===== config.mk =====
export PLATFORM = sky130hd
export DESIGN_NAME = wwdt_top
export DESIGN_NICKNAME = d
export VERILOG_FILES = /design/src/core/wwdt_pkg.sv /design/src/core/wwdt_prescaler.sv /design/src/core/wwdt_top.sv
export SDC_FILE = /design/constraint.sdc
export NUM_CORES = 1
export LEC_CHECK = 0
export BUFFER_PORTS_ARGS = -buffer_cell sky130_fd_sc_hd__buf_2
export CORE_ASPECT_RATIO = 0.6
export CORE_UTILIZATION = 37
export CTS_CLUSTER_DIAMETER = 50
export DETAILED_ROUTE_END_ITERATION = 8
export PLACE_DENSITY = 0.66
export SLEW_MARGIN = 25
export SYNTH_ARGS = -nofsm -noshare
export SYNTH_HDL_FRONTEND = slang
export SYNTH_SLANG_ARGS = --single-unit

===== constraint.sdc =====
create_clock -name CLK -period 2.6 [get_ports CLK]
set_clock_uncertainty 0.05 [all_clocks]
set_input_delay 0.13 -clock CLK [delete_from_list [all_inputs] [get_ports CLK]]
set_output_delay 0.13 -clock CLK [all_outputs]
set_load 0.03 [all_outputs]

===== src/core/wwdt_pkg.sv =====
// Purpose: Constants shared by the windowed watchdog design.
// Assumes: AXI4-Lite with 32-bit data, byte offsets as printed.
// Notes:   Figures of the block live here, except the 12'hfff count reset and the 4'hc unmapped offset in wwdt_top.
package wwdt_pkg;
   // Register byte offsets.
   localparam logic [3:0]  RESTART_CONTROL_OFS = 4'h0;
   localparam logic [3:0]  MODE_CONFIG_OFS     = 4'h4;
   localparam logic [3:0]  FAULT_STATUS_OFS    = 4'h8;
   // Restart control fields.
   localparam logic [7:0]  RESTART_KEY         = 8'ha5;
   localparam int          KEY_LSB             = 24;
   localparam int          RESTART_REQUEST_BIT = 0;
   // Mode configuration fields and reset value.
   localparam logic [31:0] MODE_RESET          = 32'h3fff2fff;
   localparam logic [31:0] MODE_WRITE_MASK     = 32'h3fffffff;
   localparam int          LOAD_LSB            = 0;
   localparam int          FAULT_IRQ_EN_BIT    = 12;
   localparam int          FAULT_RESET_EN_BIT  = 13;
   localparam int          PROC_ONLY_BIT       = 14;
   localparam int          DISABLE_BIT         = 15;
   localparam int          DELTA_LSB           = 16;
   localparam int          HALT_DEBUG_BIT      = 28;
   localparam int          HALT_IDLE_BIT       = 29;
   // Status fields.
   localparam int          UNDERFLOW_BIT       = 0;
   localparam int          WINDOW_ERROR_BIT    = 1;
   // Slow clock and prescaler.
   localparam int          SLOW_DIV            = 128;
   localparam logic [6:0]  SLOW_DIV_LAST       = 7'h7f;
   // AXI responses.
   localparam logic [1:0]  RESP_OKAY           = 2'h0;
   localparam logic [1:0]  RESP_SLVERR         = 2'h2;
endpackage


===== src/core/wwdt_prescaler.sv =====
// Purpose: Divide-by-128 of the slow clock enable.
// Assumes: Slow clock arrives as a one-cycle enable on CLK.
// Notes:   A restart inside the window clears the divider so the next period is whole.
`timescale 1ns/1ps
module wwdt_prescaler (
   // Clock and reset.
   input  wire logic CLK,
   input  wire logic RSTN,
   // Control.
   input  wire logic slow_tick,
   input  wire logic clear,
   // Output.
   output logic      div_tick
);
   logic [6:0] cnt_q;
   logic [6:0] cnt_d;
   logic       tick_d;

   always_comb begin
      cnt_d  = cnt_q;
      tick_d = 1'b0;
      if (clear) begin
         cnt_d = 7'h00;
      end else if (slow_tick) begin
         cnt_d  = cnt_q + 7'h01;
         tick_d = (cnt_q == wwdt_pkg::SLOW_DIV_LAST);
      end
   end

   always_ff @(posedge CLK or negedge RSTN) begin
      if (!RSTN) begin
         cnt_q <= 7'h00;
      end else begin
         cnt_q <= cnt_d;
      end
   end

   assign div_tick = tick_d;
endmodule


===== src/core/wwdt_top.sv =====
// Purpose: Windowed watchdog timer with an AXI4-Lite register slave.
// Assumes: All inputs synchronous to CLK; SLOW_TICK pulses once per slow clock.
// Notes:   Fault outputs are levels held until the status is read or reset.
`timescale 1ns/1ps
module wwdt_top (
   // Clock and reset.
   input  wire logic        CLK,
   input  wire logic        RSTN,
   // AXI4-Lite write address.
   input  wire logic [31:0] AWADDR,
   input  wire logic        AWVALID,
   output logic             AWREADY,
   // AXI4-Lite write data.
   input  wire logic [31:0] WDATA,
   input  wire logic [3:0]  WSTRB,
   input  wire logic        WVALID,
   output logic             WREADY,
   // AXI4-Lite write response.
   output logic [1:0]       BRESP,
   output logic             BVALID,
   input  wire logic        BREADY,
   // AXI4-Lite read address.
   input  wire logic [31:0] ARADDR,
   input  wire logic        ARVALID,
   output logic             ARREADY,
   // AXI4-Lite read data.
   output logic [31:0]      RDATA,
   output logic [1:0]       RRESP,
   output logic             RVALID,
   input  wire logic        RREADY,
   // System state.
   input  wire logic        SLOW_TICK,
   input  wire logic        DEBUG_STATE,
   input  wire logic        IDLE_MODE,
   // Fault outputs.
   output logic             FAULT_IRQ,
   output logic             FAULT_RESET_REQ,
   output logic             PROC_ONLY_RESET
);
   // Write channel state.
   logic        aw_held_q;
   logic        aw_held_d;
   logic        w_held_q;
   logic        w_held_d;
   logic [3:0]  awaddr_q;
   logic [3:0]  awaddr_d;
   logic [31:0] wdata_q;
   logic [31:0] wdata_d;
   logic        bvalid_q;
   logic        bvalid_d;
   logic [1:0]  bresp_q;
   logic [1:0]  bresp_d;
   // Ready outputs are flops of their own so that no port is driven by a gate.
   logic        awready_q;
   logic        wready_q;
   logic        arready_q;
   // Read channel state.
   logic        rvalid_q;
   logic        rvalid_d;
   logic [1:0]  rresp_q;
   logic [1:0]  rresp_d;
   logic [31:0] rdata_q;
   logic [31:0] rdata_d;
   // Watchdog state.
   logic [31:0] mode_q;
   logic [31:0] mode_d;
   logic        mode_locked_q;
   logic        mode_locked_d;
   logic [11:0] count_q;
   logic [11:0] count_d;
   logic        unf_q;
   logic        unf_d;
   logic        err_q;
   logic        err_d;
   logic        irq_q;
   logic        irq_d;
   logic        rst_q;
   logic        rst_d;
   logic        proc_q;
   logic        proc_d;
   // Decoded events.
   logic        wr_fire;
   logic        rd_fire;
   logic        status_read;
   logic        restart_ok;
   logic        restart_bad;
   logic        mode_wr;
   logic        halted;
   logic        underflow;
   logic        pre_clear;
   logic        div_tick;
   logic        bad_wr_addr;

   function automatic logic addr_known(input logic [31:0] a);
      addr_known = (a[31:4] == 28'h0000000) && (a[1:0] == 2'b00) &&
                   (a[3:0] != 4'hc);
   endfunction

   function automatic logic [11:0] field12(input logic [31:0] v, input int lsb);
      field12 = 12'(v >> lsb);
   endfunction

   // Read decode used by the data path and by the status clear alike.
   function automatic logic reg_hit(input logic [31:0] a, input logic [3:0] ofs);
      reg_hit = addr_known(a) && (a[3:0] == ofs);
   endfunction

   // Bits 31:30 are not implemented, so they always read back as zero.
   function automatic logic [31:0] mode_masked(input logic [31:0] v);
      mode_masked = v & wwdt_pkg::MODE_WRITE_MASK;
   endfunction

   // A write completes when both halves are held and no response is pending.
   assign wr_fire     = aw_held_q && w_held_q && !bvalid_q;
   assign bad_wr_addr = !addr_known({28'h0000000, awaddr_q}) ||
                        (awaddr_q == wwdt_pkg::FAULT_STATUS_OFS);
   assign rd_fire     = ARVALID && !rvalid_q;
   assign status_read = rd_fire && reg_hit(ARADDR, wwdt_pkg::FAULT_STATUS_OFS);
   // Only a full-word write with the key is a restart command.
   assign restart_ok  = wr_fire && (awaddr_q == wwdt_pkg::RESTART_CONTROL_OFS) &&
                        (wdata_q[31:wwdt_pkg::KEY_LSB] == wwdt_pkg::RESTART_KEY) &&
                        wdata_q[wwdt_pkg::RESTART_REQUEST_BIT];
   assign restart_bad = restart_ok &&
                        (count_q > field12(mode_q, wwdt_pkg::DELTA_LSB));
   assign mode_wr     = wr_fire && (awaddr_q == wwdt_pkg::MODE_CONFIG_OFS) &&
                        !mode_locked_q;
   assign halted      = mode_q[wwdt_pkg::DISABLE_BIT] ||
                        (mode_q[wwdt_pkg::HALT_DEBUG_BIT] && DEBUG_STATE) ||
                        (mode_q[wwdt_pkg::HALT_IDLE_BIT] && IDLE_MODE);
   assign underflow   = div_tick && !halted && (count_q == 12'h000);
   assign pre_clear   = (restart_ok && !restart_bad) || mode_wr;

   wwdt_prescaler u_prescaler (
      .CLK       (CLK),
      .RSTN      (RSTN),
      .slow_tick (SLOW_TICK),
      .clear     (pre_clear),
      .div_tick  (div_tick)
   );

   // Bus slave next state.
   always_comb begin
      aw_held_d = aw_held_q;
      w_held_d  = w_held_q;
      awaddr_d  = awaddr_q;
      wdata_d   = wdata_q;
      bvalid_d  = bvalid_q;
      bresp_d   = bresp_q;
      rvalid_d  = rvalid_q;
      rresp_d   = rresp_q;
      rdata_d   = rdata_q;
      if (AWVALID && !aw_held_q) begin
         aw_held_d = 1'b1;
         awaddr_d  = AWADDR[31:4] == 28'h0000000 ? AWADDR[3:0] : 4'hc;
      end
      if (WVALID && !w_held_q) begin
         w_held_d = 1'b1;
         // Partial strobes clear the key byte, so they never restart.
         wdata_d  = (WSTRB == 4'hf) ? WDATA : 32'h00000000;
      end
      if (wr_fire) begin
         aw_held_d = 1'b0;
         w_held_d  = 1'b0;
         bvalid_d  = 1'b1;
         bresp_d   = bad_wr_addr ? wwdt_pkg::RESP_SLVERR : wwdt_pkg::RESP_OKAY;
      end else if (bvalid_q && BREADY) begin
         bvalid_d = 1'b0;
      end
      if (rd_fire) begin
         rvalid_d = 1'b1;
         rresp_d  = wwdt_pkg::RESP_OKAY;
         rdata_d  = 32'h00000000;
         if (!addr_known(ARADDR)) begin
            rresp_d = wwdt_pkg::RESP_SLVERR;
         end else if (reg_hit(ARADDR, wwdt_pkg::MODE_CONFIG_OFS)) begin
            rdata_d = mode_q;
         end else if (reg_hit(ARADDR, wwdt_pkg::FAULT_STATUS_OFS)) begin
            rdata_d = {30'h0, err_q, unf_q};
         end
      end else if (rvalid_q && RREADY) begin
         rvalid_d = 1'b0;
      end
   end

   // Watchdog next state.
   always_comb begin
      mode_d        = mode_q;
      mode_locked_d = mode_locked_q;
      count_d       = count_q;
      unf_d         = unf_q;
      err_d         = err_q;
      if (mode_wr) begin
         mode_d        = mode_masked(wdata_q);
         mode_locked_d = 1'b1;
         count_d       = field12(wdata_q, wwdt_pkg::LOAD_LSB);
      end else if (restart_ok && !restart_bad) begin
         count_d = field12(mode_q, wwdt_pkg::LOAD_LSB);
      end else if (div_tick && !halted) begin
         count_d = count_q - 12'h001;
      end
      // Clearing by a read loses to a fault in the same cycle.
      if (status_read) begin
         unf_d = 1'b0;
         err_d = 1'b0;
      end
      if (underflow) begin
         unf_d = 1'b1;
      end
      if (restart_bad) begin
         err_d = 1'b1;
      end
      irq_d  = mode_d[wwdt_pkg::FAULT_IRQ_EN_BIT] && (unf_d || err_d);
      rst_d  = mode_d[wwdt_pkg::FAULT_RESET_EN_BIT] && (unf_d || err_d);
      proc_d = rst_d && mode_d[wwdt_pkg::PROC_ONLY_BIT];
   end

   // Bus slave registers.
   always_ff @(posedge CLK or negedge RSTN) begin
      if (!RSTN) begin
         aw_held_q     <= 1'b0;
         w_held_q      <= 1'b0;
         awaddr_q      <= 4'h0;
         wdata_q       <= 32'h00000000;
         bvalid_q      <= 1'b0;
         bresp_q       <= 2'h0;
         awready_q     <= 1'b1;
         wready_q      <= 1'b1;
         arready_q     <= 1'b1;
         rvalid_q      <= 1'b0;
         rresp_q       <= 2'h0;
         rdata_q       <= 32'h00000000;
      end else begin
         aw_held_q     <= aw_held_d;
         w_held_q      <= w_held_d;
         awaddr_q      <= awaddr_d;
         wdata_q       <= wdata_d;
         bvalid_q      <= bvalid_d;
         bresp_q       <= bresp_d;
         awready_q     <= !aw_held_d;
         wready_q      <= !w_held_d;
         arready_q     <= !rvalid_d;
         rvalid_q      <= rvalid_d;
         rresp_q       <= rresp_d;
         rdata_q       <= rdata_d;
      end
   end

   // Watchdog registers.
   always_ff @(posedge CLK or negedge RSTN) begin
      if (!RSTN) begin
         mode_q        <= wwdt_pkg::MODE_RESET;
         mode_locked_q <= 1'b0;
         count_q       <= 12'hfff;
         unf_q         <= 1'b0;
         err_q         <= 1'b0;
         irq_q         <= 1'b0;
         rst_q         <= 1'b0;
         proc_q        <= 1'b0;
      end else begin
         mode_q        <= mode_d;
         mode_locked_q <= mode_locked_d;
         count_q       <= count_d;
         unf_q         <= unf_d;
         err_q         <= err_d;
         irq_q         <= irq_d;
         rst_q         <= rst_d;
         proc_q        <= proc_d;
      end
   end

   assign AWREADY         = awready_q;
   assign WREADY          = wready_q;
   assign BVALID          = bvalid_q;
   assign BRESP           = bresp_q;
   assign ARREADY         = arready_q;
   assign RVALID          = rvalid_q;
   assign RRESP           = rresp_q;
   assign RDATA           = rdata_q;
   assign FAULT_IRQ       = irq_q;
   assign FAULT_RESET_REQ = rst_q;
   assign PROC_ONLY_RESET = proc_q;
endmodule


* After elaboration in Yosys (flattened, before gate mapping)
Index checks and enable logic that the tools add are counted.
Cells by class: multiplexer cells 27, bitwise operators 0, divide/modulo/power cells 0, equal/unequal tests 9, $lt $le $gt $ge 1, $mul 0, reductions and logical operators 52, $add $sub $neg 2, shifts and indexed selects 0
Operators by type and width (number):
- two-way mux 30 bit | 2
- zero test 28 bit | 2
- two-way mux 12 bit | 3
- two-way mux 32 bit | 1
- logical AND 1 bit | 27
- two-way mux 15 bit | 1
- two-way mux 1 bit | 14
- two-way mux 7 bit | 2
- equality test 4 bit, second input constant | 3
- greater-than comparator 12 bit | 1
- zero test 12 bit | 1
- subtractor 12 x 1 -> 12 bit, second input constant | 1
- zero test 1 bit | 11
- equality test 4 x 3 -> 1 bit, second input constant | 2
- equality test 8 bit, second input constant | 1
- inequality test 4 bit, second input constant | 2
- adder 7 x 1 -> 7 bit, second input constant | 1
- equality test 7 bit, second input constant | 1
- two-way mux 2 bit | 3
- logical OR 1 bit | 5
- zero test 2 bit | 2
- zero test 4 bit | 1
- two-way mux 4 bit | 1
- nonzero test 2 bit | 2
- nonzero test 3 bit | 1
Word-level totals: register bits 134, input port bits 110, output and inout port bits 44, memories kept 0, logic and storage cells 113, ROM bits 0, bits in latches 0, bits in writable memories 0

* Depth between registers and ports, before layout
depth in word-level cells 16, depth in mapped cells 10, gate-level depth less buffers 9

* Cells and area by module
A second synthesis with hierarchy kept.
Second synthesis, totals: cells, all modules 552, area, all modules 6008.3 µm²
By module, submodules not included:
- wwdt_top | area each 5657.9 µm², sequential area each 3130.5 µm², instances 1, cells an instance 518
- wwdt_prescaler | area each 350.3 µm², sequential area each 175.2 µm², instances 1, cells an instance 34

* Worst setup path before layout
OpenSTA, ideal clock, no wires.
path kind reg-to-reg, from register mode_q[26], to register count_q[8], period minus slack after synthesis 2.428 ns, buffers on the path 1, arrival 2.297 ns, cell stages (with the launch flop) 11, slack 0.172 ns, data required time 2.469 ns, library setup time 0.081 ns, path through dfstp_2 inv_1 ha_1 a21oi_1 nand2_1 a21o_1 o31ai_2 and2_1 buf_6 a21boi_1 a211oi_2
Between the ends: cells in the longest elaborated chain, start to end 8, elaborated cells on any way between the ends 10, those cells by class order compare: 1; mux: 3; reduce/logical: 6
RTL lines:
- from (decl) | line wwdt_top.sv:65 | logic [31:0] mode_q;
- from (signal assigned) | line wwdt_top.sv:251 | mode_q <= wwdt_pkg::MODE_RESET;
- from (signal assigned) | line wwdt_top.sv:260 | mode_q <= mode_d;
- greater-than comparator 12 bit (*) | line wwdt_top.sv:124 | (count_q > field12(mode_q, wwdt_pkg::DELTA_LSB));
- logical AND 1 bit (*) | line wwdt_top.sv:123 | assign restart_bad = restart_ok &&
- zero test 1 bit (*) | line wwdt_top.sv:131, wwdt_top.sv:196
- logical AND 1 bit (*) | line wwdt_top.sv:131, wwdt_top.sv:196
- logical OR 1 bit | line wwdt_top.sv:131 | assign pre_clear = (restart_ok && !restart_bad) || mode_wr;
- two-way mux 1 bit | line wwdt_prescaler.sv:22 | if (clear) begin
- logical AND 1 bit | line wwdt_top.sv:198 | end else if (div_tick && !halted) begin
- nonzero test 3 bit (no source line)
- to (signal assigned) | line wwdt_top.sv:262 | count_q <= count_d;
- to (decl) | line wwdt_top.sv:69 | logic [11:0] count_q;
Mark *: on every way between the ends. The rest lies on a longest branch, timed or not. A chain may end at the register's enable or synchronous reset.

* Worst setup path after layout
from register mode_q[21], to register count_q[2]
The elaborated chain is that of the path after synthesis.

==> results by group <==
Outcome
  – Status: finished clean

CTS
  – CTS max path bufs: 2
  – Clk slew on worst S/H paths: roughly 0.06 ns
  – TritonCTS clock tree: done
  – CTS Root Cell: clkbuf_16
  – CTS Sinks: between 100 and 150
  – Clk Latency, worst-skew pair: 0.41 ns
  – CTS Buf Count: 17
  – H-tree depth: 4

Finish
  – Fraction of layout cells with a size suffix above 1: between 30 and 40%
  – Antenna Cells: 0
  – Nets@finish: just under 900
  – Non-filler cells, final: around 960
  – Area growth syn-to-layout: 38.7%

Timing
  – # setup viols final: 0
  – Final Hold Fails: 0
  – Post-Route Setup TNS: 0 ns
  – Max Fclk: 395 MHz
  – Unrepaired setup endpoints after global routing: yes
  – Worst slew pin tran: 0.722 ns
  – Final min period: between 2 and 3 ns
  – Relative slew slack: between 50% and 60%
  – Fin crit share: between 90% and 100%
  – Final Max Slew Viols: 0

Synth
  – Post-synth top cells: 88 x dfrtp_1, 77 x nand2_1, 62 x a22o_1, 42 x dfstp_2, 25 x nor2_1
  – Top-count cell post-synth: dfrtp_1
  – Post-synth EDFFs: 0
  – Syn. warnings: 0
  – Syn Std Cell Area: around 6000 sq um
  – Register area share after synthesis: a little under three fifths
  – Syn Inst Count: about 530
  – Async set-reset flop share out of synthesis: 100%
  – #FFs+latches synth: between 100 and 150
  – Area fraction of the dominant cell type after synthesis: 37.6%
  – Synth cell types: 62
  – Leading area contributor after synthesis: dfrtp_1
  – Top FF cell, synth: dfrtp_1
  – Mean area per synthesized cell: 11.0 sq um
  – Largest cells by area after synthesis: dfrtp_1 38%, dfstp_2 19%, a22o_1 9.3%, nand2_1 4.9%, ha_1 3.0%

Floorplanning
  – Total I/O pin count: between 150 and 200
  – Die width: between 150 and 200 microns
  – Die Ht: roughly 100 microns
  – Initial core utilization: 38.0%
  – Core area: around 15000 sq um
  – # rows: 35
  – Die Area: roughly 16000 sq um

Power
  – Sequential share of power: 40.2%
  – Sw Pwr: 1.56 mW
  – Net Sw Frac: 26.3%
  – Leakage power: just under 4 nW
  – Combinational Power Share: between 10% and 20%
  – Worst IR Drop VDD: between 0.3 and 0.4 mV
  – Internal: around 4.4 mW
  – Clk pwr share: 44.9%
  – Pwr Density: roughly 730 nW/um^2

Global routing
  – Initial antenna violation count: 0
  – Largest net degree at the start of global routing: 75
  – GRT Util Overall: 22.2%
  – GRT Residual Overflow: 0
  – First-pass GRT wire length: between 20000 and 30000 microns
  – Vias in the first global route: slightly below 5k

Drt
  – Detailed Route WL: ~18000 microns
  – Pre-antenna DRT Iters: 4
  – DR vias/cell: 5.28
  – WL met2: roughly 7500 microns
  – Highest metal used: met4
  – Wire length on met3: roughly 1100 microns
  – Routed length per placed instance: roughly 18 microns
  – Met1 WL: a little under 9000 microns
  – Via count: between 5k and 6k
  – DRC Markers: 0
  – Drt initial violations: around 260
  – ANT nets after route: 0

Setup path
  – Critical Path AT: approximately 2.8 ns
  – CP Capture Type: flop
  – Worst Path Class, Setup: flop to flop
  – Crit-path max cell delay: roughly 0.53 ns
  – CP Cell Sequence: inv_1 -> ha_1 -> a21o_1 -> nand3_1 -> a21oi_1 -> nor4_4 -> nor2_1 -> buf_4 -> nand2_1 -> a211oi_1
  – Crit path max-delay family: compound AO/OA/AOI/OAI gates
  – Worst endpoint required time: ~2.9 ns
  – Max FO, Critical Path: 10
  – WP buf/inv: 2
  – Slowest stage cell, crit path: dfstp_2
  – Setup crit start kind: flop

Job
  – Max cap viols: 0

Placed design
  – Number of I/O port buffers: 149
  – HPWL after DPL: 12600 microns
  – Placed insts: ~900
  – GPL Wtd Cong: roughly 0.85

Hold path
  – Worst hold path class: input pin to asynchronous set/reset pin
-- path summary, 6_finish.rpt --
check	startpoint	endpoint	slack [ns]	cells after the start
min in group CLK	AWADDR[17]	awaddr_q[0]$_DFFE_PN0P_	0.13	4
worst min register to register	mode_q[10]$_DFFE_PN1P_	mode_q[10]$_DFFE_PN1P_	0.42	2
worst max-delay path	mode_q[21]$_DFFE_PN1P_	count_q[2]$_DFFE_PN1P_	0.07	10
worst max register to register	mode_q[21]$_DFFE_PN1P_	count_q[2]$_DFFE_PN1P_	0.07	10
max in group asynchronous	RSTN	mode_q[8]$_DFFE_PN1P_	1.61	3
worst min-delay path	RSTN	RVALID$_DFF_PN0_	0.13	2
-- power by group through the flow --
stage / combinational [mW] / clock [mW] / sequential, mW
after floorplan: 0.421 / 0 / 2.42
final: 0.880 / 2.65 / 2.38
after detailed placement: 0.767 / 0 / 2.41
after CTS: 0.823 / 2.69 / 2.38
after global placement: 0.745 / 0 / 2.40
after global routing: 0.970 / 2.78 / 2.41
-- worst register-to-register path: cells and delay by family (launching register included) --
kind            cells  cell delay, ns
compound gates      3            0.79
flops               1            0.53
simple gates        4            0.48
buf+inv             2            0.29
fa+ha+maj           1            0.29
-- flip-flops by register name (all words and copies together) (netlist names), 4 cells and up --
register           cells
u_prescaler.cnt_q      7
mode_q                30
RDATA                 30
count_q               12
wdata_q               32
awaddr_q               4
-- area by class of cell --
class | instances | area (sq um)
sequential | 130 | 3310
clock buffer | 20 | 447
multi-input combinational | 355 | 2430
fill | 1355 | 7280
inverter | 22 | 82.6
clock inverter | 12 | 204
timing repair buffer | 215 | 1410
tap | 203 | 254
-- metal layers --
metal  GRT usage [%]  vias to the layer above
li1                -                     2352
met1            33.9                     2487
met2            32.1                      196
met3            4.21                       17
met4            5.29                        0
met5               0                        -
-- cells by family after synthesis --
family	share of synthesized area, %
flip-flops	56.4
XOR/XNOR	1.05
multiplexers	0.341
other	0.0640
adder cells (fa/ha/maj)	2.99
AO/OA/AOI/OAI	18.9
buffers and inverters	3.97
AND/OR/NAND/NOR	16.3
-- cell usage in the layout, fill, tap and decap left out, drive strengths merged, types with 3 or more instances in the layout --
| cell type | synthesis | final |
|---|---|---|
| buf | 14 | 171 |
| dfrtp | 88 | 88 |
| nand2 | 77 | 77 |
| a22o | 62 | 62 |
| dlygate4sd3 | 0 | 43 |
| dfstp | 42 | 42 |
| nor2 | 25 | 25 |
| inv | 22 | 24 |
| o21ai | 23 | 23 |
| clkbuf | 14 | 20 |
| a21oi | 18 | 18 |
| nor4 | 18 | 18 |
| ha | 14 | 14 |
| nand4 | 10 | 10 |
| nand3 | 9 | 9 |
| nor3 | 9 | 9 |
| and2 | 7 | 7 |
| a21o | 6 | 6 |
| nand2b | 6 | 6 |
| a32oi | 6 | 6 |
| a211oi | 6 | 6 |
| bufinv | 0 | 5 |
| a2bb2oi | 5 | 5 |
| clkinv | 0 | 5 |
| xnor2 | 4 | 4 |
| conb | 1 | 4 |
| or4 | 4 | 4 |
| a21boi | 4 | 4 |
| nor2b | 3 | 3 |
| a22oi | 3 | 3 |
| xor2 | 3 | 3 |
| nor3b | 3 | 3 |
| or3 | 3 | 3 |
| a2111oi | 3 | 3 |
-- stage by stage --
| step | hold slack [ns] | instance area [sq um] | worst slack [ns] | power (mW) | util, % |
|---|---|---|---|---|---|
| floorplan | -0.216 | 5870 | 0.172 | 2.85 | - |
| global placement | 0.0128 | 6960 | 0.0624 | 3.15 | 45.1 |
| detailed placement | 0.0159 | 6960 | -0.00835 | 3.18 | 45.1 |
| CTS | 0.0896 | 8040 | 0.0429 | 5.89 | 52.2 |
| global route | 0.144 | 8130 | -0.0520 | 6.16 | 52.8 |
| finish | 0.127 | 8130 | 0.0689 | 5.92 | 52.8 |
-- what timing repair did --
item | CTS | global route
hold buffers | 43 | 0
cloned | 0 | 1
endpoints found under the setup margin | 1 | 12
gates resized for setup | 1 | 15
setup buffers | 0 | 0
endpoints found under the hold margin | 76 | 0
No activity file was read; power rests on OpenSTA's default activity.
